### config.mk
export PLATFORM = sky130hd
export DESIGN_NAME = ssb_port
export DESIGN_NICKNAME = d
export VERILOG_FILES = /design/src/design/ssb_pkg.sv /design/src/design/ssb_port.sv
export VERILOG_INCLUDE_DIRS = /design/src /design/src/design
export SDC_FILE = /design/constraint.sdc
export NUM_CORES = 1
export LEC_CHECK = 0
export ABC_AREA = 1
export BUFFER_PORTS_ARGS = -buffer_cell sky130_fd_sc_hd__buf_4
export CAP_MARGIN = 25
export CORE_UTILIZATION = 35
export CTS_CLUSTER_DIAMETER = 30
export CTS_CLUSTER_SIZE = 25
export DETAILED_ROUTE_END_ITERATION = 10
export PLACE_DENSITY_LB_ADDON = 0.3
export SLEW_MARGIN = 40
export SYNTH_ARGS = -nofsm -noshare
export SYNTH_HDL_FRONTEND = slang
export SYNTH_SLANG_ARGS = --single-unit
export TNS_END_PERCENT = 1
### constraint.sdc
create_clock -name sys_clk_in -period 1.3 [get_ports sys_clk_in]
set_input_delay 0.13 -clock sys_clk_in [delete_from_list [all_inputs] [get_ports sys_clk_in]]
set_output_delay 0.13 -clock sys_clk_in [all_outputs]
set_load 0.02 [all_outputs]
### src/design/ssb_port_regs.svh
// constants for the burst sram host port: reset values and lane codes
// assumes inclusion from the port module only
`ifndef SSB_PORT_REGS_SVH
`define SSB_PORT_REGS_SVH
`define SSB_LANE_ALL   4'hf
`define SSB_LANE_NONE  4'h0
`define SSB_OFF_RST    2'h0
`define SSB_OFF_STEP   2'h1
`define SSB_ADDR_RST   19'h0_0000
`define SSB_ORDER_RST  1'b1
`endif

### src/design/ssb_pkg.sv
// types shared by the burst sram host port
// assumes nothing of its surroundings
package ssb_pkg;
  typedef logic [18:0] ssb_addr_t;   // word address, 512k words
  typedef logic [3:0]  ssb_lane_t;   // one bit per byte lane, bit 0 is lane a
  typedef logic [35:0] ssb_word_t;   // {parity[3:0], data[31:0]}
  // request toward the storage core
  typedef struct packed {
    ssb_addr_t addr;
    ssb_lane_t we;
    ssb_word_t wdata;
  } ssb_core_req_s;
  // access phase of the port
  typedef enum logic [2:0] {
    SSB_IDLE  = 3'b001,
    SSB_READ  = 3'b010,
    SSB_WRITE = 3'b100
  } ssb_cyc_e;
endpackage : ssb_pkg

### src/design/ssb_port.sv
// pin-side control of a synchronous flow-through burst sram:
// address capture, burst counter, write lane qualification, data direction
// assumes the controller runs on sys_clk_in; the storage core answers
// core_rdata_in combinationally from core_req_out.addr
`timescale 1ns/10ps
`include "ssb_port_regs.svh"

module ssb_port
  import ssb_pkg::*;
(
  input  wire logic          sys_clk_in,
  input  wire logic          rst_n_in,
  input  wire ssb_addr_t     addr_in,
  input  wire logic          processor_addr_strobe_n_in,
  input  wire logic          controller_addr_strobe_n_in,
  input  wire logic          select_primary_n_in,
  input  wire logic          select_expand_hi_in,
  input  wire logic          select_expand_lo_n_in,
  input  wire logic          burst_advance_n_in,
  input  wire logic          all_bytes_write_n_in,
  input  wire logic          lane_write_qualify_n_in,
  input  wire ssb_lane_t     lane_select_n_in,
  input  wire logic          output_enable_n_in,
  input  wire logic          burst_order_in,
  input  wire logic [31:0]   dq_in,
  input  wire logic [3:0]    parity_lines_in,
  output logic [31:0]        dq_out,
  output logic [3:0]         parity_lines_out,
  output logic               dq_oe_out,
  output ssb_core_req_s      core_req_out,
  input  wire ssb_word_t     core_rdata_in
);

  ////////////////////////////////////////////////////////////////////////////
  // decode of the strobes and enables
  logic       load_p;       // processor strobe accepted
  logic       load_c;       // controller strobe accepted
  logic       load;         // a new external address this edge
  logic       sel_new;      // enables sampled active
  logic       sel_nxt;      // selected after this edge
  logic       wr_ok;        // write inputs may act this edge
  ssb_lane_t  lanes_nxt;    // lanes written this edge

  // processor strobe is dead while the primary enable is high
  assign load_p  = !processor_addr_strobe_n_in && !select_primary_n_in;
  // processor strobe has priority when both are low
  assign load_c  = !load_p && !controller_addr_strobe_n_in;
  assign load    = load_p || load_c;
  assign sel_new = !select_primary_n_in && select_expand_hi_in
                   && !select_expand_lo_n_in;

  ////////////////////////////////////////////////////////////////////////////
  // strap synchroniser: three flops, change taken when the last two agree
  logic       ord_s1_r;
  logic       ord_s2_r;
  logic       ord_s3_r;
  logic       interleave_r; // 1: interleaved order, 0: linear

  // the strap is static, so the settling delay after reset is harmless
  always_ff @(posedge sys_clk_in) begin
    if (!rst_n_in) begin
      ord_s1_r     <= `SSB_ORDER_RST;
      ord_s2_r     <= `SSB_ORDER_RST;
      ord_s3_r     <= `SSB_ORDER_RST;
      interleave_r <= `SSB_ORDER_RST;
    end else begin
      ord_s1_r <= burst_order_in;
      ord_s2_r <= ord_s1_r;
      ord_s3_r <= ord_s2_r;
      if (ord_s2_r == ord_s3_r) begin
        interleave_r <= ord_s3_r;
      end
    end
  end

  ////////////////////////////////////////////////////////////////////////////
  // selection state, only touched on address loads
  logic       selected_r;   // device selected by the last load

  always_ff @(posedge sys_clk_in) begin
    if (!rst_n_in) begin
      selected_r <= 1'b0;
    end else if (load) begin
      selected_r <= sel_new;
    end
  end

  assign sel_nxt = load ? sel_new : selected_r;

  ////////////////////////////////////////////////////////////////////////////
  // address register and burst counter
  logic [16:0] addr_hi_r;   // upper bits, never carried into
  logic [1:0]  base_r;      // low bits captured at load
  logic [1:0]  off_r;       // burst offset
  logic [1:0]  off_nxt;
  logic [1:0]  base_nxt;
  logic [16:0] hi_nxt;
  logic [1:0]  low_nxt;

  // counter steps only inside a burst of a selected device
  always_comb begin
    hi_nxt   = addr_hi_r;
    base_nxt = base_r;
    off_nxt  = off_r;
    if (load) begin
      hi_nxt   = addr_in[18:2];
      base_nxt = addr_in[1:0];
      off_nxt  = `SSB_OFF_RST;
    end else if (selected_r && !burst_advance_n_in) begin
      off_nxt = off_r + `SSB_OFF_STEP;
    end
  end

  // two-bit offset wraps by itself; linear adds, interleaved xors
  always_comb begin
    if (interleave_r) begin
      low_nxt = base_nxt ^ off_nxt;
    end else begin
      low_nxt = base_nxt + off_nxt;
    end
  end

  // all synchronous inputs are taken on the rising edge only
  always_ff @(posedge sys_clk_in) begin
    if (!rst_n_in) begin
      addr_hi_r <= 17'(`SSB_ADDR_RST >> 2);
      base_r    <= `SSB_OFF_RST;
      off_r     <= `SSB_OFF_RST;
    end else begin
      addr_hi_r <= hi_nxt;
      base_r    <= base_nxt;
      off_r     <= off_nxt;
    end
  end

  ////////////////////////////////////////////////////////////////////////////
  // write qualification
  // an address taken by the processor strobe opens a read when sel_new is set, else a deselect; the
  // write inputs of that edge are not looked at
  assign wr_ok = sel_nxt && !load_p;

  always_comb begin
    lanes_nxt = `SSB_LANE_NONE;
    if (!wr_ok) begin
      lanes_nxt = `SSB_LANE_NONE;
    end else if (!all_bytes_write_n_in) begin
      lanes_nxt = `SSB_LANE_ALL;
    end else if (!lane_write_qualify_n_in) begin
      lanes_nxt = ~lane_select_n_in;
    end
  end

  ////////////////////////////////////////////////////////////////////////////
  // request toward the core, one lane bit covers byte and parity
  ssb_core_req_s req_r;

  always_ff @(posedge sys_clk_in) begin
    if (!rst_n_in) begin
      req_r.addr  <= `SSB_ADDR_RST;
      req_r.we    <= `SSB_LANE_NONE;
      req_r.wdata <= '0;
    end else begin
      req_r.addr  <= {hi_nxt, low_nxt};
      req_r.we    <= lanes_nxt;
      req_r.wdata <= {parity_lines_in, dq_in};
    end
  end

  assign core_req_out = req_r;

  ////////////////////////////////////////////////////////////////////////////
  // access phase and data direction
  ssb_cyc_e   cyc_r;        // phase of the current clock
  logic       drive_r;      // pins may be driven this clock

  always_ff @(posedge sys_clk_in) begin
    if (!rst_n_in) begin
      cyc_r <= SSB_IDLE;
    end else if (!sel_nxt) begin
      cyc_r <= SSB_IDLE;
    end else if (lanes_nxt != `SSB_LANE_NONE) begin
      cyc_r <= SSB_WRITE;
    end else begin
      cyc_r <= SSB_READ;
    end
  end

  // the first read clock out of deselect stays quiet; this hides the
  // turnaround from a bus that may still be driving
  always_ff @(posedge sys_clk_in) begin
    if (!rst_n_in) begin
      drive_r <= 1'b0;
    end else if (!sel_nxt || lanes_nxt != `SSB_LANE_NONE) begin
      drive_r <= 1'b0;
    end else if (load && sel_new && !selected_r) begin
      drive_r <= 1'b0;
    end else begin
      drive_r <= 1'b1;
    end
  end

  // output enable acts without a clock, so this term is combinational
  assign dq_oe_out        = drive_r && !output_enable_n_in;
  assign dq_out           = core_rdata_in[31:0];
  assign parity_lines_out = core_rdata_in[35:32];
endmodule : ssb_port

==> impl_metrics.tcl <==
set metrics [dict create \
    outcome "complete, but fails checks" \
    violations "negative setup slack" \
    cp_cell_sequence "nand3_2 -> inv_2 -> nor3_2 -> ha_2 -> inv_2 -> nor2_4 -> nand3_2 -> a21oi_1 -> nor2_1" \
    grt_overflow 0 \
    synth_top_area_frac 0.542 \
    grt_pass1_vias 2386 \
    final_util 0.602 \
    synth_area_leaders "dfxtp_1, buf_4, inv_1, nand2_1, nor2_1" \
    critPathTopFamily "simple AND/OR/NAND/NOR gates" \
    die-height_um 87.4 \
    p_sw_mw 1.23 \
    cts_buffers 9 \
    wire_per_inst_um 12.3 \
    final_antenna_net_count 0 \
    hp-class "in -> reg" \
    setup_viol 1 \
    clkTransAtPathRegs_ps 70 \
    crit_type "reg -> reg" \
    antenna_found_initial 0 \
    ys_warn_count 0 \
    dpl.hpwl_um 4460 \
    final_area_sq_mm 0.00416 \
    numPortBuffers 130 \
    power_frac_seq 0.435 \
    grtUsageTotal 0.184 \
    routed_wl_um 6940 \
    ctsLongestPathBuffers 2 \
    endpoint_kind "register" \
    dp_slack_ps -132 \
    p_int_mw 4.02 \
    area_growth_pct 63.2 \
    clock-root-buffer "clkbuf_8" \
    grt_pass1_wl_um 10400 \
    cp_max_fo 3 \
    synthCells 311 \
    grt_max_degree 26 \
    clk_latency_ps 330 \
    num_antenna_cells 0 \
    slew_headroom 0.780 \
    slowest_stage "dfxtp_2" \
    p_leak_nw 2.22 \
    rsz0062_at_grt "yes" \
    fin_ws_ps -53.8 \
    cap_violations 0 \
    place_congestion 0.763 \
    seq_area_frac_synth 0.542 \
    synth.ff_latch_count 69 \
    p_comb_frac 0.163 \
    ir_worst_vdd_mv 0.830 \
    netlist_area_sq_mm 0.00255 \
    hold_viol 0 \
    nNetsFinal 572 \
    path_buf_inv 2 \
    drt_iter0_drc 53 \
    p_clk_frac 0.402 \
    swShare 0.234 \
    htreeDepth 3 \
    syn_avg_cell_area_sq_um 8.20 \
    row_count 30 \
    fin_crit_sh 1.04 \
    first_pass_iters 4 \
    route.vias.total 2367 \
    crit_arrival_ps 1580 \
    initial_core_util 0.369 \
    cp-start-kind "register" \
    finClkSkew_ps 5.47 \
    yosysUniqueCellTypes 20 \
    drcViolationCount 0 \
    p_per_area_mw_per_mm2 1260 \
    io-pin-count 203 \
    worst_slew_pin_slew_ps 329 \
    coreArea_sq_mm 0.00691 \
    syn_nets 419 \
    cts_tree "yes" \
    yosysTopAreaCell "dfxtp_1" \
    placed_area_sq_mm 0.00338 \
    maxSlewViolCount 0 \
    die-width_um 87.4 \
    fmax_ghz 0.739 \
    period_needed_ps 1350 \
    viasPerCell 4.19 \
    drive_gt1_frac 0.377 \
    numClockSinks 69 \
    max_stage_delay_ps 340 \
    cp_data_required_time_ps 1530 \
    die_area_sq_mm 0.00763 \
]
-- power groups by stage --
stage	clock (mW)	sequential, mW	combinational (mW)
floorplan	0	2.46	0.356
global placement	0	2.32	0.714
detailed placement	0	2.33	0.729
CTS	2.18	2.28	0.851
global route	2.26	2.29	0.928
finish	2.11	2.28	0.856
-- synthesized netlist by cell type, drive strengths merged --
library cell and count:
a21oi 4, buf 40, clkbuf 6, dfxtp 69, ha 1, inv 53
nand2 47, nand3 10, nand4 6, nor2 45, nor3 2, nor4 1
o21ai 24, or2 3
-- registers in the layout (all words and copies together) (netlist names) --
| signal | count |
|---|---|
| addr_hi_r | 17 |
| base_r | 2 |
| core_req_out | 42 |
| drive_r | 1 |
| interleave_r | 1 |
| off_r | 2 |
| ord_s1_r | 1 |
| ord_s2_r | 1 |
| ord_s3_r | 1 |
| selected_r | 1 |
-- cells in the final DEF, fill, tap and decap left out, drive strengths merged --
master / instances
a21oi: 4
buf: 141
bufinv: 3
clkbuf: 11
clkinvlp: 1
dfxtp: 69
dlygate4sd3: 47
ha: 1
inv: 54
nand2: 47
nand3: 10
nand4: 6
nor2: 45
nor3: 2
nor4: 1
o21ai: 24
or2: 3
-- routing by layer --
layer | part of all wire | global-route usage
met5 | 0 | 0
met4 | 0.029 | 0.0864
met3 | 0.073 | 0.0739
met2 | 0.56 | 0.355
met1 | 0.34 | 0.164
-- area by class of cell --
| cell class | instances | area, sq um |
|---|---|---|
| clock buffers | 11 | 141 |
| flip-flops and latches | 69 | 1380 |
| well taps | 96 | 120 |
| repair buffers | 188 | 1530 |
| multi-input cells | 143 | 681 |
| inverters | 53 | 199 |
| fillers | 608 | 2750 |
| clock inverters | 5 | 106 |
-- final timing paths --
kind	start	endpoint	slack [ps]	depth (start not counted)
setup / recovery	selected_r$_SDFF_PN0_	core_req_out[41]$_SDFF_PN0_	-50	9
setup reg to reg	selected_r$_SDFF_PN0_	core_req_out[41]$_SDFF_PN0_	-50	9
hold / removal	addr_in[12]	addr_hi_r[10]$_SDFFE_PN0N_	20	3
hold reg to reg	ord_s1_r$_SDFF_PN1_	ord_s2_r$_SDFF_PN1_	420	1
-- per-stage QoR --
stage                     cells  power [mW]  TNS, ps  hold slack [ps]
after global routing        565        5.49     -107             7.22
after CTS                   564        5.31    -39.7             1.28
after detailed placement    499        3.05     -132              260
final                       565        5.24    -53.8             21.9
after floorplan             311        2.82        0              228
after global placement      499        3.04    -53.6              260
-- kinds of logic (layout without fill, tap and decap cells) --
logic type               after synthesis  in the layout  share of synthesized area
AND/OR/NAND/NOR                      114            114                      0.187
adder cells (fa/ha/maj)                1              1                    0.00491
buffers and inverters                 99            257                      0.207
flip-flops                            69             69                      0.542
AO/OA/AOI/OAI                         28             28                     0.0594
-- repair_timing --
item / CTS / global route
gates cloned: 0 / 0
hold buffers: 47 / 0
setup buffers: 2 / 1
pin swaps: 8 / 5
endpoints found under the hold margin: 47 / 0
resized for setup: 12 / 2
endpoints found under the setup margin: 1 / 1
-- worst reg2reg max path, stage by stage (launching register included) --
cell	delay, ps
dfxtp_2	340
nand3_2	90
inv_2	40
nor3_2	160
ha_2	190
inv_2	40
nor2_4	90
nand3_2	90
a21oi_1	160
nor2_1	60
(Power assumes the default switching activity.)
